File: config.mk
export PLATFORM = sky130hd
export DESIGN_NAME = timer8_compare_irq_regs
export DESIGN_NICKNAME = d
export VERILOG_FILES = /design/src/timer8_pkg.sv /design/src/timer8_prescaler.sv /design/src/timer8_compare_irq_regs.sv
export VERILOG_INCLUDE_DIRS = /design/src
export SDC_FILE = /design/constraint.sdc
export NUM_CORES = 1
export LEC_CHECK = 0
export ABC_AREA = 1
export ABC_CLOCK_PERIOD_IN_PS = 3300
export BUFFER_PORTS_ARGS = -buffer_cell sky130_fd_sc_hd__buf_2
export CORE_MARGIN = 2
export CORE_UTILIZATION = 35
export CTS_CLUSTER_SIZE = 20
export DETAILED_ROUTE_END_ITERATION = 10
export SLEW_MARGIN = 20
export SYNTH_ARGS = -nofsm -noshare
export SYNTH_HDL_FRONTEND = slang
export SYNTH_HIERARCHICAL = 1
export SYNTH_SLANG_ARGS = --single-unit
File: constraint.sdc
create_clock -name i_sys_clk -period 3.3 [get_ports i_sys_clk]
set_input_delay 0.33 -clock i_sys_clk [delete_from_list [all_inputs] [get_ports i_sys_clk]]
set_output_delay 0.33 -clock i_sys_clk [all_outputs]
set_load 0.02 [all_outputs]
File: src/timer8_regs.svh
`ifndef TIMER8_REGS_SVH
`define TIMER8_REGS_SVH

// data-space addresses
`define TC_ADDR_FLAGS      8'h37
`define TC_ADDR_MASK       8'h70
`define TC_ADDR_COUNT      8'hB2
`define TC_ADDR_CMP_A      8'hB3
`define TC_ADDR_CMP_B      8'hB4

// short i/o window
`define TC_IO_OFFSET       8'h20
`define TC_IO_LIMIT        8'h40
`define TC_EXT_IO_BASE     8'h60

// bit positions in mask and flag registers
`define TC_BIT_OVF         0
`define TC_BIT_CMP_A       1
`define TC_BIT_CMP_B       2
`define TC_IRQ_BITS        3

// reset values
`define TC_RST_BYTE        8'h00
`define TC_RST_IRQ         3'h0

// count limits
`define TC_COUNT_MAX       8'hFF
`define TC_COUNT_BOTTOM    8'h00
`define TC_COUNT_STEP      8'h01

// clock select codes
`define TC_CS_STOP         3'h0
`define TC_CS_DIV1         3'h1
`define TC_CS_DIV8         3'h2
`define TC_CS_DIV32        3'h3
`define TC_CS_DIV64        3'h4
`define TC_CS_DIV128       3'h5
`define TC_CS_DIV256       3'h6
`define TC_CS_DIV1024      3'h7

// prescaler tap widths, log2 of each division
`define TC_LOG_DIV8        3
`define TC_LOG_DIV32       5
`define TC_LOG_DIV64       6
`define TC_LOG_DIV128      7
`define TC_LOG_DIV256      8
`define TC_LOG_DIV1024     10
`define TC_PRESCALE_BITS   10

`endif

File: src/timer8_pkg.sv
`include "timer8_regs.svh"

package timer8_pkg;

    typedef enum logic [2:0] {
        CS_STOP    = `TC_CS_STOP,
        CS_DIV1    = `TC_CS_DIV1,
        CS_DIV8    = `TC_CS_DIV8,
        CS_DIV32   = `TC_CS_DIV32,
        CS_DIV64   = `TC_CS_DIV64,
        CS_DIV128  = `TC_CS_DIV128,
        CS_DIV256  = `TC_CS_DIV256,
        CS_DIV1024 = `TC_CS_DIV1024
    } clock_select_t;

    typedef enum logic {
        DIR_UP   = 1'b0,
        DIR_DOWN = 1'b1
    } count_dir_t;

    typedef struct packed {
        logic [`TC_PRESCALE_BITS-1:0] div_count;
        logic                         ext_prev;
    } prescale_state_t;

    typedef struct packed {
        logic [7:0]              count_value;
        logic [7:0]              compare_a_value;
        logic [7:0]              compare_b_value;
        logic [`TC_IRQ_BITS-1:0] interrupt_mask_reg;
        logic [`TC_IRQ_BITS-1:0] interrupt_flag_reg;
        logic                    match_block;
        count_dir_t              dir;
        logic                    wave_out_a;
        logic                    wave_out_b;
        logic [7:0]              rdata;
        logic                    rvalid;
        logic                    hit;
    } timer_state_t;

endpackage

File: src/timer8_prescaler.sv
`timescale 1ns/1ps
`default_nettype none

module timer8_prescaler
    import timer8_pkg::*;
#(
    parameter int PRESCALE_BITS = `TC_PRESCALE_BITS
) (
    input  wire logic          i_sys_clk,
    input  wire logic          i_rst_n,
    input  wire clock_select_t i_clock_select,
    input  wire logic          i_ext_mode,
    input  wire logic          i_ext_rising,
    input  wire logic          i_external_count_input,
    output logic               o_tick
);

    prescale_state_t st;
    prescale_state_t next_st;
    logic            ext_edge;

    // true when the low n bits of the divider are all one
    function automatic logic tap(input logic [`TC_PRESCALE_BITS-1:0] cnt, input int n);
        logic r;
        r = 1'b1;
        for (int i = 0; i < `TC_PRESCALE_BITS; i++) begin
            if (i < n) begin
                r = r & cnt[i];
            end
        end
        return r;
    endfunction

    always_comb begin
        next_st = st;
        next_st.div_count = st.div_count + 1'b1;
        next_st.ext_prev = i_external_count_input;
        // pin edges count even if the pin is an output
        ext_edge = i_ext_rising ? (i_external_count_input & ~st.ext_prev)
                                : (~i_external_count_input & st.ext_prev);
        if (i_ext_mode) begin
            o_tick = ext_edge;
        end else begin
            unique case (i_clock_select)
                CS_STOP:    o_tick = 1'b0;
                CS_DIV1:    o_tick = 1'b1;
                CS_DIV8:    o_tick = tap(st.div_count, `TC_LOG_DIV8);
                CS_DIV32:   o_tick = tap(st.div_count, `TC_LOG_DIV32);
                CS_DIV64:   o_tick = tap(st.div_count, `TC_LOG_DIV64);
                CS_DIV128:  o_tick = tap(st.div_count, `TC_LOG_DIV128);
                CS_DIV256:  o_tick = tap(st.div_count, `TC_LOG_DIV256);
                CS_DIV1024: o_tick = tap(st.div_count, `TC_LOG_DIV1024);
            endcase
        end
    end

    always_ff @(posedge i_sys_clk or negedge i_rst_n) begin
        if (!i_rst_n) begin
            st <= '0;
        end else begin
            st <= next_st;
        end
    end

endmodule

`default_nettype wire

File: src/timer8_compare_irq_regs.sv
`timescale 1ns/1ps
`default_nettype none

module timer8_compare_irq_regs
    import timer8_pkg::*;
#(
    parameter int PRESCALE_BITS = `TC_PRESCALE_BITS
) (
    input  wire logic          i_sys_clk,
    input  wire logic          i_rst_n,
    input  wire logic [7:0]    i_bus_addr,
    input  wire logic          i_bus_io_space,
    input  wire logic          i_bus_wr,
    input  wire logic          i_bus_rd,
    input  wire logic [7:0]    i_bus_wdata,
    output logic [7:0]         o_bus_rdata,
    output logic               o_bus_rvalid,
    output logic               o_bus_hit,
    input  wire clock_select_t i_clock_select,
    input  wire logic          i_ext_mode,
    input  wire logic          i_ext_rising,
    input  wire logic          i_external_count_input,
    input  wire logic          i_pwm_dual_slope,
    input  wire logic          i_global_irq_enable,
    input  wire logic          i_vector_ack_overflow,
    input  wire logic          i_vector_ack_compare_a,
    input  wire logic          i_vector_ack_compare_b,
    output logic               o_irq_overflow,
    output logic               o_irq_compare_a,
    output logic               o_irq_compare_b,
    output logic               o_wave_out_a,
    output logic               o_wave_out_b,
    output logic [7:0]         o_count_value
);

    timer_state_t              st;
    timer_state_t              next_st;
    logic                      tick;
    logic [7:0]                eff_addr;
    logic                      addr_ok;
    logic                      match_a;
    logic                      match_b;
    logic                      wrap;
    logic [`TC_IRQ_BITS-1:0]   flag_set;
    logic [`TC_IRQ_BITS-1:0]   flag_clr;
    logic [7:0]                read_val;
    logic                      read_hit;

    // map a bus address to a data-space address; short i/o adds the offset
    function automatic logic [8:0] map_addr(input logic [7:0] addr, input logic io);
        logic [8:0] r;
        r = {1'b1, addr};
        if (io) begin
            r = {(addr < `TC_IO_LIMIT), 8'(addr + `TC_IO_OFFSET)};
        end
        return r;
    endfunction

    // register lookup shared by read path and write hit detection
    function automatic logic [8:0] reg_read(input logic [7:0] a, input timer_state_t s);
        logic [8:0] r;
        r = {1'b1, `TC_RST_BYTE};
        unique case (a)
            `TC_ADDR_FLAGS: r = {1'b1, 5'h00, s.interrupt_flag_reg};
            `TC_ADDR_MASK:  r = {1'b1, 5'h00, s.interrupt_mask_reg};
            `TC_ADDR_COUNT: r = {1'b1, s.count_value};
            `TC_ADDR_CMP_A: r = {1'b1, s.compare_a_value};
            `TC_ADDR_CMP_B: r = {1'b1, s.compare_b_value};
            default:        r = {1'b0, `TC_RST_BYTE};
        endcase
        return r;
    endfunction

    timer8_prescaler #(
        .PRESCALE_BITS (PRESCALE_BITS)
    ) u_prescaler (
        .i_sys_clk              (i_sys_clk),
        .i_rst_n                (i_rst_n),
        .i_clock_select         (i_clock_select),
        .i_ext_mode             (i_ext_mode),
        .i_ext_rising           (i_ext_rising),
        .i_external_count_input (i_external_count_input),
        .o_tick                 (tick)
    );

    always_comb begin
        next_st = st;

        // address decode; short i/o reaches only 0x20..0x5F
        {addr_ok, eff_addr} = map_addr(i_bus_addr, i_bus_io_space);
        if (eff_addr >= `TC_EXT_IO_BASE && i_bus_io_space) begin
            addr_ok = 1'b0;
        end
        {read_hit, read_val} = reg_read(eff_addr, st);
        read_hit = read_hit & addr_ok;

        // compare units, suppressed on the tick right after a count write
        match_a = tick && !st.match_block
                  && (st.count_value == st.compare_a_value);
        match_b = tick && !st.match_block
                  && (st.count_value == st.compare_b_value);

        // counter advance
        wrap = 1'b0;
        if (tick) begin
            next_st.match_block = 1'b0;
            if (i_pwm_dual_slope && st.dir == DIR_DOWN) begin
                if (st.count_value == `TC_COUNT_BOTTOM) begin
                    next_st.dir = DIR_UP;
                    next_st.count_value = st.count_value + `TC_COUNT_STEP;
                    wrap = 1'b1;
                end else begin
                    next_st.count_value = st.count_value - `TC_COUNT_STEP;
                end
            end else begin
                next_st.dir = DIR_UP;
                if (st.count_value == `TC_COUNT_MAX) begin
                    if (i_pwm_dual_slope) begin
                        next_st.dir = DIR_DOWN;
                        next_st.count_value = st.count_value - `TC_COUNT_STEP;
                    end else begin
                        next_st.count_value = `TC_COUNT_BOTTOM;
                        wrap = 1'b1;
                    end
                end else begin
                    next_st.count_value = st.count_value + `TC_COUNT_STEP;
                end
            end
        end

        // waveform outputs toggle on each match
        if (match_a) begin
            next_st.wave_out_a = ~st.wave_out_a;
        end
        if (match_b) begin
            next_st.wave_out_b = ~st.wave_out_b;
        end

        // flag sources
        flag_set = '0;
        flag_set[`TC_BIT_OVF]   = wrap;
        flag_set[`TC_BIT_CMP_A] = match_a;
        flag_set[`TC_BIT_CMP_B] = match_b;

        flag_clr = '0;
        flag_clr[`TC_BIT_OVF]   = i_vector_ack_overflow;
        flag_clr[`TC_BIT_CMP_A] = i_vector_ack_compare_a;
        flag_clr[`TC_BIT_CMP_B] = i_vector_ack_compare_b;

        // register writes
        if (i_bus_wr && addr_ok) begin
            unique case (eff_addr)
                `TC_ADDR_FLAGS: begin
                    // write one clears, zero leaves; upper bits dropped
                    flag_clr = flag_clr | i_bus_wdata[`TC_IRQ_BITS-1:0];
                end
                `TC_ADDR_MASK: begin
                    next_st.interrupt_mask_reg = i_bus_wdata[`TC_IRQ_BITS-1:0];
                end
                `TC_ADDR_COUNT: begin
                    // load wins over the advance and arms the match block
                    next_st.count_value = i_bus_wdata;
                    next_st.match_block = 1'b1;
                end
                `TC_ADDR_CMP_A: begin
                    next_st.compare_a_value = i_bus_wdata;
                end
                `TC_ADDR_CMP_B: begin
                    next_st.compare_b_value = i_bus_wdata;
                end
                default: begin
                end
            endcase
        end

        // a set in the clearing cycle survives
        next_st.interrupt_flag_reg = (st.interrupt_flag_reg & ~flag_clr) | flag_set;

        // read data is registered and shown one cycle later
        next_st.rvalid = i_bus_rd;
        next_st.hit = (i_bus_rd || i_bus_wr) && read_hit;
        if (i_bus_rd) begin
            next_st.rdata = read_hit ? read_val : `TC_RST_BYTE;
        end
    end

    always_ff @(posedge i_sys_clk or negedge i_rst_n) begin
        if (!i_rst_n) begin
            st <= '0;
        end else begin
            st <= next_st;
        end
    end

    assign o_bus_rdata   = st.rdata;
    assign o_bus_rvalid  = st.rvalid;
    assign o_bus_hit     = st.hit;
    assign o_wave_out_a  = st.wave_out_a;
    assign o_wave_out_b  = st.wave_out_b;
    assign o_count_value = st.count_value;

    // interrupt requests gated by enable, global enable and flag
    assign o_irq_overflow  = i_global_irq_enable
                             & st.interrupt_mask_reg[`TC_BIT_OVF]
                             & st.interrupt_flag_reg[`TC_BIT_OVF];
    assign o_irq_compare_a = i_global_irq_enable
                             & st.interrupt_mask_reg[`TC_BIT_CMP_A]
                             & st.interrupt_flag_reg[`TC_BIT_CMP_A];
    assign o_irq_compare_b = i_global_irq_enable
                             & st.interrupt_mask_reg[`TC_BIT_CMP_B]
                             & st.interrupt_flag_reg[`TC_BIT_CMP_B];

endmodule

`default_nettype wire

After elaboration in Yosys (flattened, before gate mapping) --
Cells that the tools add are included.
Word-level totals: register bits 55, input port bits 32, logic and storage cells 198
Cells by class: add/sub/neg operators 4, magnitude comparators 2, equal/unequal tests 16, multiplexer cells 97, bitwise logic cells 50, reduce and logical (&&, ||, !) cells 15
Operators with widths (count):
- two-way mux 1 bit | 80
- two-way mux 8 bit | 9
- one-hot mux 9 bit (5 select lines) | 1
- AND 1 bit | 42
- == test 8 bit (second input constant) | 4
- two-way mux 27 bit | 1
- == test 8 bit | 2
- == test 3 bit (second input constant) | 4
- adder 10 x 1 -> 10 bit (second input constant) | 1
- two-way mux 3 bit | 3
- two-way mux 9 bit | 1
- adder 8 x 1 -> 8 bit (second input constant) | 1
- adder 8 x 6 -> 8 bit (second input constant) | 1
- == test 8 x 6 -> 1 bit (second input constant) | 1
- == test 8 x 7 -> 1 bit (second input constant) | 1
- >= comparator 8 x 7 -> 1 bit (second input constant) | 1
- logical NOT 8 bit | 1
- less-than comparator 8 x 7 -> 1 bit (second input constant) | 1
- one-hot mux 1 bit (8 select lines) | 1
- AND reduction 2 bit | 4
- subtractor 8 x 1 -> 8 bit (second input constant) | 1
- logical AND 1 bit | 7
- == test 3 x 2 -> 1 bit (second input constant) | 2
- OR 3 bit | 2
- 9 further kinds | 12

Depth between registers and ports, before layout --
Gate-level depths: netlist (run 1).
depth in word-level cells 33, gate-level depth with buffers 14

Modules after synthesis --
The synthesis (run 1) kept the hierarchy.
Modules (own cells, without submodules):
- timer8_compare_irq_regs | times used 1, cells each 456, area each 3306.9 um^2, sequential area each 1101.1 um^2
- timer8_prescaler | times used 1, cells each 58, area each 534.3 um^2, sequential area each 275.3 um^2

Worst setup path before layout (run 1) --
No wires, ideal clock.
kind register to register, start reg u_prescaler/st[1] (netlist name), end reg st, in the netlist o_wave_out_b, data arrival time 1641 ps, required time 3183 ps, slack 1542 ps, stages on the path, launching flop included 14, path buffers 0, clock period less this slack 1758 ps, cell sequence dfrtp_1 -> ha_1 -> ha_1 -> inv_1 -> nor2_1 -> nand3_1 -> nand2_1 -> nand2_1 -> nand2_1 -> nand2_1 -> nor4_1 -> nand3_1 -> nand2_1 -> nand2_1
Between the ends: longest elaborated chain between the ends 31, elaborated cells between the ends (all ways) 103, classes of those cells mux: 68; bitwise: 33; reduce/logical: 2
Ends and longest elaborated chain:
- start: declaration | RTL line timer8_prescaler.sv:18 | prescale_state_t st;
- start signal: assignment | RTL line timer8_prescaler.sv:61 | st <= next_st;
- two-way mux 1 bit | RTL line timer8_prescaler.sv:44 | unique case (i_clock_select)
- two-way mux 1 bit | RTL line timer8_prescaler.sv:41 | if (i_ext_mode) begin
- AND 1 bit | RTL line timer8_prescaler.sv:28 | r = r & cnt[i];
- two-way mux 1 bit | RTL line timer8_prescaler.sv:44
- two-way mux 1 bit | RTL line timer8_prescaler.sv:41
- AND 1 bit | RTL line timer8_prescaler.sv:28
- two-way mux 1 bit | RTL line timer8_prescaler.sv:44
- two-way mux 1 bit | RTL line timer8_prescaler.sv:41
- [16 not listed]
- two-way mux 1 bit | RTL line timer8_prescaler.sv:44
- two-way mux 1 bit | RTL line timer8_prescaler.sv:41
- AND 1 bit | RTL line timer8_prescaler.sv:28
- one-hot mux 1 bit (8 select lines) (*) | RTL line timer8_prescaler.sv:44
- two-way mux 1 bit (*) | RTL line timer8_prescaler.sv:41
- net tick | RTL line timer8_compare_irq_regs.sv:38 | logic tick;
- logical AND 1 bit (*) | RTL line timer8_compare_irq_regs.sv:100 | match_b = tick && !st.match_block
- logical AND 1 bit (*) | RTL line timer8_compare_irq_regs.sv:101 | && (st.count_value == st.compare_b_value);
- end signal: assignment | RTL line timer8_compare_irq_regs.sv:191 | st <= next_st;
- end: declaration | RTL line timer8_compare_irq_regs.sv:36 | timer_state_t st;
The timed path passes the listed nets; every way through them passes the cells marked *. The select of a mux whose other input is x is not followed. A chain may end at the register's enable or synchronous reset.

Worst setup path after layout (run 1) --
Ends and elaborated chain as after synthesis.

==> impl_metrics.tcl, run 1 <==
set metrics [dict create \
    finalNetCount 585 \
    clock-sinks 55 \
    grt_antenna_before_repair 0 \
    instances_no_fill 688 \
    drt_drc_violations_left 0 \
    globalplace.congestion 0.919 \
    synth_top_family_by_area "simple AND/OR/NAND/NOR gates" \
    synthesis.nets 552 \
    final-max-slew-violation-count 0 \
    layout.filler_cells 1139 \
    top_layer "met4" \
    final_layout_size_suffix_gt1_frac 0.221 \
    hp-class "primary input to async pin" \
    clk-insertion-delay-late_ps 320 \
    first_global_vias 3258 \
    start_util 0.356 \
    cts_made_buffers 5 \
    final.min_clock_period_ps 2260 \
    fin_ws_ps 1040 \
    io-pin-count 55 \
    worstSetupEndpointType "flip-flop" \
    avgSynthCellArea_um2 7.47 \
    worst-endpoint-arrival_ps 2490 \
    clock_edge_transition_at_the_registers_on_the_reported_setup_and_hold_paths_ps 110 \
    postSynthRegisterBits 55 \
    synth_xor_area_frac 0.0479 \
    required_ps 3530 \
    cts_setup_buffers 0 \
    die_y_um 109 \
    ctsLongestPathBuffers 2 \
    category_of_the_most_critical_setup_path "flip-flop to flip-flop" \
    final_hold_viol_count 0 \
    maxClockFrequency_mhz 442 \
    timing.max_slew.rel_slack 0.504 \
    post-place-ws_ps 1030 \
    globalRouteTotalUtil 0.169 \
    power.density_nw_per_um2 493 \
    grt_remaining_overflow 0 \
    hold_bufs_at_cts 0 \
    crit_fanout 12 \
    timing.clock.skew_ps 12.4 \
    power_leakage_nw 2.17 \
    grt_pass1_wl_um 15500 \
    postRouteWirelength_um 9470 \
    setup_tns_ps 0 \
    number_of_antenna_repair_diodes 0 \
    setup_viol_count_final 0 \
    grt_setup_unrepaired "no" \
    die_w_um 109 \
    tritoncts "yes" \
    routed-via-count 3367 \
    synth_warnings 6 \
    drt_pre_antenna_iters 4 \
    port_buffers 54 \
    synth_compound_area_frac 0.0925 \
    tightest_slew_ps 744 \
    multi_input_comb_area_um2 2020 \
    metal3_wl_um 509 \
    drt_iter0_drc 210 \
    post_synth_inst_count 514 \
    seq_area_um2 1380 \
    yosys.area_share.adder 0.0195 \
    final_antenna_net_count 0 \
    vdd.ir_drop.worst_mv 0.240 \
    grt_start_max_net_pins 34 \
    ctsResizeCount 0 \
    ys_seq_area_frac 0.358 \
    netlist_area_um2 3840 \
    cts-root-buf "sky130_fd_sc_hd__clkbuf_8" \
    numPlacedInstances 680 \
    wl_per_cell_um 13.8 \
    cp-start-kind "flip-flop" \
    place_hpwl_um 7330 \
    m1WireLength_um 4320 \
    clock_tree.htree_level_count 2 \
    synth_mux_area_frac 0 \
    syn2layout_area_growth_pct 8.18 \
    post_route_clock_period_utilization 0.686 \
    synth_cell_types 35 \
    core_region_area_um2 10800 \
    met2_wirelength_um 4500 \
    cap_viol_max_count 0 \
    die_area_um2 11800 \
    synth_simple_gate_area_share 0.366 \
    avgViaCountPerCell 4.89 \
    core.rowCount 38 \
    outcome "finished, final reports clean" \
]
==> cell type report <==
class | instances | area share
inverters | 55 | 0.0503
well taps | 140 | 0.0422
flip-flops and latches | 55 | 0.331
repair buffers | 55 | 0.0668
multi-input cells | 375 | 0.486
clock buffers | 5 | 0.0166
clock inverters | 3 | 0.00662
==> critical path: stages (launching register included) <==
cell,delay (ps)
sky130_fd_sc_hd__dfrtp_1,390
sky130_fd_sc_hd__ha_1,180
sky130_fd_sc_hd__ha_1,160
sky130_fd_sc_hd__inv_1,40
sky130_fd_sc_hd__nor2_1,90
sky130_fd_sc_hd__nand3_1,70
sky130_fd_sc_hd__nand2_1,60
sky130_fd_sc_hd__nand2_1,40
sky130_fd_sc_hd__nand2_1,340
sky130_fd_sc_hd__nand2_1,150
sky130_fd_sc_hd__nor4_1,380
sky130_fd_sc_hd__nand3_1,140
sky130_fd_sc_hd__nand2_1,80
sky130_fd_sc_hd__nand2_1,40
==> registers in the layout, indices dropped and copies added, names as in the netlist <==
name and count:
st 24, o_count_value 8, o_wave_out_a 1, u_prescaler/st 11
o_bus_hit 1, o_bus_rvalid 1, o_wave_out_b 1, o_bus_rdata 8
==> power breakdown <==
part           switching, mW  leakage (nW)  internal, mW
clock network          0.247        0.0467         0.158
registers              0.162         0.730         0.740
logic                  0.485          1.40         0.257
==> kinds of logic (layout without fill, tap and decap cells) <==
| family | Yosys count | count (layout) |
|---|---|---|
| fa+ha+maj | 6 | 6 |
| xor+xnor | 21 | 21 |
| simple gates | 298 | 298 |
| compound gates | 50 | 50 |
| flops | 55 | 55 |
| buf+inv | 84 | 118 |
==> layout by cell type (no fill, tap or decap), types with 3 or more instances in the layout <==
cell                       count
sky130_fd_sc_hd__a21oi_1       6
sky130_fd_sc_hd__buf_2        54
sky130_fd_sc_hd__clkbuf_8      5
sky130_fd_sc_hd__dfrtp_1      55
sky130_fd_sc_hd__ha_1          6
sky130_fd_sc_hd__inv_1        50
sky130_fd_sc_hd__inv_2         4
sky130_fd_sc_hd__nand2_1     157
sky130_fd_sc_hd__nand2_2      10
sky130_fd_sc_hd__nand2_4       4
sky130_fd_sc_hd__nand3_1      46
sky130_fd_sc_hd__nand3_2       3
sky130_fd_sc_hd__nand4_1      15
sky130_fd_sc_hd__nor2_1       40
sky130_fd_sc_hd__nor2_2        6
sky130_fd_sc_hd__nor2_4        6
sky130_fd_sc_hd__nor3_1        5
sky130_fd_sc_hd__o211ai_1      6
sky130_fd_sc_hd__o21ai_0      16
sky130_fd_sc_hd__o21ai_2      18
sky130_fd_sc_hd__xnor2_1       3
sky130_fd_sc_hd__xor2_1       18
==> metal layers <==
metal | vias to the layer above | global-route usage
met1 | 1564 | 0.225
met5 | - | 0
li1 | 1699 | -
met2 | 91 | 0.280
met4 | 0 | 0.0549
met3 | 13 | 0.0263
==> final timing paths <==
kind	startpoint	to	slack [ps]	depth (start not counted)
hold / removal	i_rst_n	u_prescaler/st[1]$_DFF_PN0_	60	1
setup reg to reg	u_prescaler/st[1]$_DFF_PN0_	o_wave_out_b$_DFFE_PN0P_	1040	13
setup / recovery	u_prescaler/st[1]$_DFF_PN0_	o_wave_out_b$_DFFE_PN0P_	1040	13
hold reg to reg	u_prescaler/st[1]$_DFF_PN0_	u_prescaler/st[1]$_DFF_PN0_	470	1
max in group asynchronous	i_rst_n	o_bus_rdata[1]$_DFFE_PN0P_	2450	2
min in group i_sys_clk	i_external_count_input	u_prescaler/st[0]$_DFF_PN0_	130	1
==> Yosys cell counts <==
| library cell | number | area, um2 |
|---|---|---|
| sky130_fd_sc_hd__inv_2 | 4 | 15.0 |
| sky130_fd_sc_hd__nor4_1 | 1 | 6.26 |
| sky130_fd_sc_hd__xor2_1 | 18 | 158 |
| sky130_fd_sc_hd__nand4_1 | 15 | 93.8 |
| sky130_fd_sc_hd__nor2_2 | 6 | 37.5 |
| sky130_fd_sc_hd__buf_6 | 7 | 78.8 |
| sky130_fd_sc_hd__nand2_4 | 4 | 45.0 |
| sky130_fd_sc_hd__o21ai_4 | 1 | 16.3 |
| sky130_fd_sc_hd__o211ai_1 | 6 | 45.0 |
| sky130_fd_sc_hd__nor2_4 | 6 | 67.6 |
| sky130_fd_sc_hd__dfrtp_1 | 55 | 1380 |
| sky130_fd_sc_hd__and3_1 | 1 | 6.26 |
| sky130_fd_sc_hd__o21bai_1 | 1 | 7.51 |
| sky130_fd_sc_hd__ha_1 | 6 | 75.1 |
| sky130_fd_sc_hd__nand2_1 | 157 | 589 |
| sky130_fd_sc_hd__nand3_4 | 2 | 35.0 |
| sky130_fd_sc_hd__clkbuf_2 | 1 | 5.00 |
| sky130_fd_sc_hd__clkbuf_1 | 1 | 3.75 |
| sky130_fd_sc_hd__nand2_2 | 10 | 62.6 |
| sky130_fd_sc_hd__nor3_1 | 5 | 25.0 |
| sky130_fd_sc_hd__a21oi_1 | 6 | 30.0 |
| sky130_fd_sc_hd__buf_4 | 19 | 143 |
| sky130_fd_sc_hd__or2_2 | 1 | 6.26 |
| sky130_fd_sc_hd__buf_2 | 1 | 5.00 |
| sky130_fd_sc_hd__xnor2_1 | 3 | 26.3 |
| sky130_fd_sc_hd__inv_1 | 50 | 188 |
| sky130_fd_sc_hd__nand4_4 | 1 | 21.3 |
| sky130_fd_sc_hd__o21ai_2 | 18 | 158 |
| sky130_fd_sc_hd__o21ai_0 | 16 | 80.1 |
| sky130_fd_sc_hd__nand3_1 | 46 | 230 |
| sky130_fd_sc_hd__o22ai_1 | 1 | 6.26 |
| sky130_fd_sc_hd__nand3_2 | 3 | 30.0 |
| sky130_fd_sc_hd__o211ai_2 | 1 | 12.5 |
| sky130_fd_sc_hd__nor2_1 | 40 | 150 |
| sky130_fd_sc_hd__inv_4 | 1 | 6.26 |
==> stage by stage <==
step / area (um2) / power [mW] / hold WS [ps] / utilization
2_1_floorplan: 3840 / 1.50 / 34.4 / -
3_3_place_gp: 4060 / 1.65 / 436 / 0.376
3_5_place_dp: 4060 / 1.65 / 451 / 0.376
4_1_cts: 4160 / 2.06 / 95.7 / 0.385
5_1_grt: 4160 / 2.19 / 119 / 0.385
6_report: 4160 / 2.05 / 60.9 / 0.385
Note: power is estimated with default switching activity, not from simulation.
==> run 2: changes to the inputs <==
--- a/config.mk
+++ b/config.mk
@@ -7,7 +7,7 @@
 export NUM_CORES = 1
 export LEC_CHECK = 0
 export ABC_AREA = 1
-export ABC_CLOCK_PERIOD_IN_PS = 3300
+export ABC_CLOCK_PERIOD_IN_PS = 2300
 export BUFFER_PORTS_ARGS = -buffer_cell sky130_fd_sc_hd__buf_2
 export CORE_MARGIN = 2
 export CORE_UTILIZATION = 35
==> constraint.sdc (replaced) <==
create_clock -name i_sys_clk -period 2.3 [get_ports i_sys_clk]
set_input_delay 0.23 -clock i_sys_clk [delete_from_list [all_inputs] [get_ports i_sys_clk]]
set_output_delay 0.23 -clock i_sys_clk [all_outputs]
set_load 0.02 [all_outputs]
==> impl_metrics.tcl, run 2 (synthesis gave the netlist of run 1 again) <==
set metrics [dict create \
    outcome "finished, final reports clean" \
    regToRegSetupSlack_ps 230 \
    largest_register_ffs 24 \
    number_of_antenna_repair_diodes 0 \
    worstSetupEndpointType "flip-flop" \
    final_layout_size_suffix_gt1_frac 0.233 \
    drt_pre_antenna_iters 4 \
    final_antenna_net_count 0 \
    globalRouteTotalUtil 0.170 \
    die_w_um 109 \
    mostFrequentLayoutCells "sky130_fd_sc_hd__nand2_1 (157), sky130_fd_sc_hd__dfrtp_1 (55), sky130_fd_sc_hd__buf_2 (54)" \
    core.rowCount 38 \
    grt_start_max_net_pins 37 \
    met2_usage 0.284 \
    cp_cell_sequence "ha_1 -> ha_1 -> inv_1 -> nor2_1 -> nand3_1 -> nand2_1 -> nand2_1 -> nand2_1 -> nand2_1 -> nor4_2 -> nand3_1 -> nand2_1 -> nand2_1" \
    clk-insertion-delay-late_ps 320 \
    finalNetCount 594 \
    place_hpwl_um 7670 \
    post-layout-total-power_mw 3.07 \
    grt_remaining_overflow 0 \
    cts-root-buf "sky130_fd_sc_hd__clkbuf_8" \
    maxClockFrequency_mhz 484 \
    die_area_um2 11800 \
    wl_per_cell_um 13.8 \
    routed-via-count 3399 \
    worst-endpoint-arrival_ps 2280 \
    postRouteWirelength_um 9600 \
    utilization 0.394 \
    tightest_slew_ps 456 \
    cts_setup_buffers 0 \
    start_util 0.356 \
    clock-sinks 55 \
    io-pin-count 55 \
    final-max-slew-violation-count 0 \
    grt_pass1_wl_um 15500 \
    first_global_vias 3247 \
    power.density_nw_per_um2 723 \
    timing.max_slew.rel_slack 0.696 \
    core_region_area_um2 10800 \
    post_route_clock_period_utilization 0.898 \
    clock_tree.htree_level_count 2 \
    grt_antenna_before_repair 0 \
    numPlacedInstances 688 \
    crit_fanout 6 \
    cap_viol_max_count 0 \
    timing.clock.skew_ps 10.7 \
    max_flop_register "st" \
    crit_path_max_incr_delay_ps 400 \
    avgViaCountPerCell 4.88 \
    grt_setup_unrepaired "no" \
    final_hold_viol_count 0 \
    setup_tns_ps 0 \
    die_y_um 109 \
    drt_iter0_drc 202 \
    worst_path_cell_with_the_longest_stage_delay "sky130_fd_sc_hd__dfrtp_1" \
    layout_top_registers "st: 24 flops, u_prescaler/st: 11 flops" \
    power_leakage_nw 2.23 \
    vdd.ir_drop.worst_mv 0.317 \
    cp-start-kind "flip-flop" \
    hp-class "primary input to flip-flop" \
    ctsLongestPathBuffers 2 \
    instances_no_fill 697 \
    layout.cells.most_common "sky130_fd_sc_hd__nand2_1" \
    globalplace.congestion 0.932 \
    groute.layer.met1.usage 0.219 \
    drt_drc_violations_left 0 \
    clock_edge_transition_at_the_registers_on_the_reported_setup_and_hold_paths_ps 110 \
    met3_usage 0.0269 \
    category_of_the_most_critical_setup_path "flip-flop to flip-flop" \
    cts_made_buffers 5 \
    syn2layout_area_growth_pct 10.7 \
    required_ps 2520 \
    port_buffers 54 \
    critical-path-top-cell-by-count "sky130_fd_sc_hd__nand2_1" \
    setup_viol_count_final 0 \
    final.min_clock_period_ps 2070 \
    grt_busiest_layer "met2" \
    tritoncts "yes" \
]
==> run 2: path summary, 6_finish.rpt <==
kind,end,from,depth (start not counted)
max,o_wave_out_b$_DFFE_PN0P_,u_prescaler/st[1]$_DFF_PN0_,13
min,u_prescaler/st[0]$_DFF_PN0_,i_external_count_input,1
max reg2reg,o_wave_out_b$_DFFE_PN0P_,u_prescaler/st[1]$_DFF_PN0_,13
min reg2reg,u_prescaler/st[1]$_DFF_PN0_,u_prescaler/st[1]$_DFF_PN0_,1
max in group asynchronous,st[30]$_DFFE_PN0P_,i_rst_n,3
min in group asynchronous,o_count_value[7]$_DFF_PN0_,i_rst_n,3
==> run 2: critical path: cells and delay by family, from the launching register on <==
kind | cells | cell delay, ps
and+or+nand+nor | 10 | 1180
DFF | 1 | 400
adders and majority gates | 2 | 340
buffers and inverters | 1 | 40
==> run 2: layer usage <==
layer | up-vias | part of all wire
li1 | 1717 | -
met1 | 1576 | 0.45
met2 | 85 | 0.46
met3 | 21 | 0.050
met4 | 0 | 0.032
met5 | - | 0
==> run 2: where the power goes <==
group          switching (mW)  internal, mW
Clock                   0.332         0.328
Combinational           0.740         0.408
Sequential              0.202          1.06
Total                    1.27          1.80
==> run 2: timing repair <==
| item | in CTS | in global routing |
|---|---|---|
| hold buffers | 1 | 0 |
| setup endpoints to repair | 0 | 1 |
| gates resized for setup | 0 | 1 |
| hold endpoints to repair | 55 | 0 |
==> run 2: layout make-up <==
class	count	area, um2
Clock inverter	3	46.3
Timing Repair Buffer	64	348
Fill cell	1150	6540
Multi-Input combinational cell	375	2030
Clock buffer	5	68.8
Tap cell	140	175
Inverter	55	209
Sequential cell	55	1380
==> run 2: per-stage QoR <==
step                hold WS (ps)  worst slack, ps  area (um2)
floorplan                  -65.6              542        3840
global placement             227              340        4120
global route                21.5             10.4        4250
CTS                         27.1              191        4240
finish                      35.3              235        4250
detailed placement           224              218        4120
==> run 3: changes to the inputs <==
--- a/config.mk
+++ b/config.mk
@@ -9,10 +9,12 @@
 export ABC_AREA = 1
 export ABC_CLOCK_PERIOD_IN_PS = 2300
 export BUFFER_PORTS_ARGS = -buffer_cell sky130_fd_sc_hd__buf_2
+export CORE_ASPECT_RATIO = 2
 export CORE_MARGIN = 2
 export CORE_UTILIZATION = 35
 export CTS_CLUSTER_SIZE = 20
 export DETAILED_ROUTE_END_ITERATION = 10
+export GPL_TIMING_DRIVEN = 0
 export SLEW_MARGIN = 20
 export SYNTH_ARGS = -nofsm -noshare
 export SYNTH_HDL_FRONTEND = slang
==> impl_metrics.tcl, run 3 (synthesis gave the netlist of run 1 again) <==
set metrics [dict create \
    outcome "finished, violations left" \
    violations "hold timing" \
    avgViaCountPerCell 4.87 \
    crit_start "o_count_value[0]$_DFF_PN0_" \
    number_of_antenna_repair_diodes 0 \
    drt_pre_antenna_iters 4 \
    hp-class "primary input to async pin" \
    first_global_vias 3553 \
    tightest_slew_ps 714 \
    tritoncts "yes" \
    postRouteWirelength_um 10600 \
    worst-endpoint-arrival_ps 2310 \
    setup_viol_count_final 0 \
    numPlacedInstances 707 \
    final_layout_size_suffix_gt1_frac 0.260 \
    grt_setup_unrepaired "no" \
    clock_tree.htree_level_count 2 \
    critical_path_depth 9 \
    worstSetupEndpointType "flip-flop" \
    met2_usage 0.372 \
    final_antenna_net_count 0 \
    final-max-slew-violation-count 0 \
    ctsLongestPathBuffers 2 \
    utilization 0.412 \
    mostFrequentLayoutCells "sky130_fd_sc_hd__nand2_1 (157), sky130_fd_sc_hd__dfrtp_1 (55), sky130_fd_sc_hd__buf_2 (53)" \
    grt_busiest_layer "met2" \
    cts_made_buffers 5 \
    die_area_um2 11900 \
    timing.clock.skew_ps 2.82 \
    cts-root-buf "sky130_fd_sc_hd__clkbuf_16" \
    core.rowCount 54 \
    category_of_the_most_critical_setup_path "flip-flop to flip-flop" \
    globalplace.congestion 0.884 \
    globalRouteTotalUtil 0.187 \
    fin_ws_ps 187 \
    clk-insertion-delay-late_ps 300 \
    worst-path-buf-inv 1 \
    post_route_clock_period_utilization 0.919 \
    setup_tns_ps 0 \
    layout_top_registers "st: 24 flops, u_prescaler/st: 11 flops" \
    die_w_um 78.1 \
    start_util 0.355 \
    grt_antenna_before_repair 0 \
    drt_drc_violations_left 0 \
    met3_usage 0.0231 \
    regToRegSetupSlack_ps 190 \
    grt_start_max_net_pins 56 \
    final_hold_viol_count 42 \
    port_buffers 53 \
    crit_path_max_incr_delay_ps 500 \
    die_y_um 152 \
    maxClockFrequency_mhz 473 \
    place_hpwl_um 8630 \
    largest_register_ffs 24 \
    cell_family_with_most_cp_delay "simple AND/OR/NAND/NOR gates" \
    grt_remaining_overflow 0 \
    regToRegEndpoint "o_count_value[3]$_DFF_PN0_" \
    cp-start-kind "flip-flop" \
    layout.cells.most_common "sky130_fd_sc_hd__nand2_1" \
    r2r_start "o_count_value[0]$_DFF_PN0_" \
    drt_iter0_drc 170 \
    crit_path_end "o_count_value[3]$_DFF_PN0_" \
    groute.layer.met1.usage 0.164 \
    worst_r2r_path_depth 9 \
    routed-via-count 3487 \
    post-place-ws_ps -157 \
    instances_no_fill 716 \
    max_flop_register "st" \
    core_region_area_um2 10800 \
    cap_viol_max_count 0 \
    syn2layout_area_growth_pct 16.0 \
    io-pin-count 55 \
    clock_edge_transition_at_the_registers_on_the_reported_setup_and_hold_paths_ps 70 \
    power_leakage_nw 2.35 \
    crit_fanout 8 \
    hold-worst-slack_ps -29.4 \
    hold_bufs_at_cts 0 \
    vdd.ir_drop.worst_mv 0.304 \
    cp_cell_sequence "inv_1 -> ha_1 -> nand2_1 -> o21ai_4 -> nand2_1 -> nand2_1 -> nand3_1 -> o211ai_2 -> nand2_1" \
    final.min_clock_period_ps 2110 \
    clock-sinks 55 \
    grt_pass1_wl_um 17300 \
    finalNetCount 613 \
    worst_path_cell_with_the_longest_stage_delay "sky130_fd_sc_hd__dfrtp_1" \
    wl_per_cell_um 14.9 \
    required_ps 2490 \
    critical-path-top-cell-by-count "sky130_fd_sc_hd__nand2_1" \
    timing.max_slew.rel_slack 0.524 \
    power.density_nw_per_um2 751 \
]
run 3: cell types whose count changed in the layout (fill, tap and decap cells not counted), sizes merged:
| cell | change |
|---|---|
| buf | +18 |
| clkbuf | +2 |
| bufinv | -1 |
| clkinv | +1 |
| clkinvlp | -1 |
| dlygate4sd3 | -1 |
| inv | +1 |
run 3: metrics by stage:
stage          power (mW)  hold WS, ps  instance area (um2)
5_1_grt              3.55         27.9                 4460
4_1_cts              3.35         2.21                 4440
2_1_floorplan        2.15        -65.6                 3840
3_3_place_gp         2.52          362                 4280
3_5_place_dp         2.54          331                 4280
6_report             3.35        -29.4                 4460
run 3: area by class of cell:
type | instances | area, um2
clock buffers | 5 | 125
flip-flops and latches | 55 | 1380
clock inverters | 3 | 22.5
plain buffers | 29 | 236
repair buffers | 54 | 275
multi-input cells | 375 | 2040
well taps | 140 | 175
fillers | 1175 | 6350
inverters | 55 | 209
run 3: worst register-to-register path, delay by kind of cell, from the launching register on:
family / cells / cell delay [ps]
AOI/OAI and AO/OA: 2 / 370
adders and majority gates: 1 / 220
buffers and inverters: 1 / 260
and+or+nand+nor: 5 / 640
DFF: 1 / 500
run 3: power by group:
part           internal [mW]  switching, mW  leakage, nW
registers               1.06         0.0966        0.730
clock network          0.411          0.393       0.0746
logic                  0.502          0.879         1.55
run 3: worst min-delay path by stage:
stage                                             end  slack, ps  cells after the start
final                     u_prescaler/st[7]$_DFF_PN0_        -30                      1
after global routing      u_prescaler/st[9]$_DFF_PN0_         30                      1
after global placement    u_prescaler/st[0]$_DFF_PN0_        360                      1
after detailed placement  u_prescaler/st[7]$_DFF_PN0_        330                      1
after floorplan                   o_bus_hit$_DFF_PN0_        -70                      0
after CTS                 u_prescaler/st[7]$_DFF_PN0_          2                      1
run 3: routing by layer:
| metal | vias up | wire (um) |
|---|---|---|
| li1 | 1744 | - |
| met1 | 1628 | 3480 |
| met2 | 82 | 6270 |
| met3 | 33 | 292 |
| met4 | 0 | 600 |
| met5 | - | 0 |
run 3: timing repair:
action | in CTS | in global routing
hold endpoints to repair | 0 | 0
pin swaps | 0 | 2
endpoints found under the setup margin | 2 | 4
buffers inserted | 0 | 1
gates resized for setup | 1 | 3
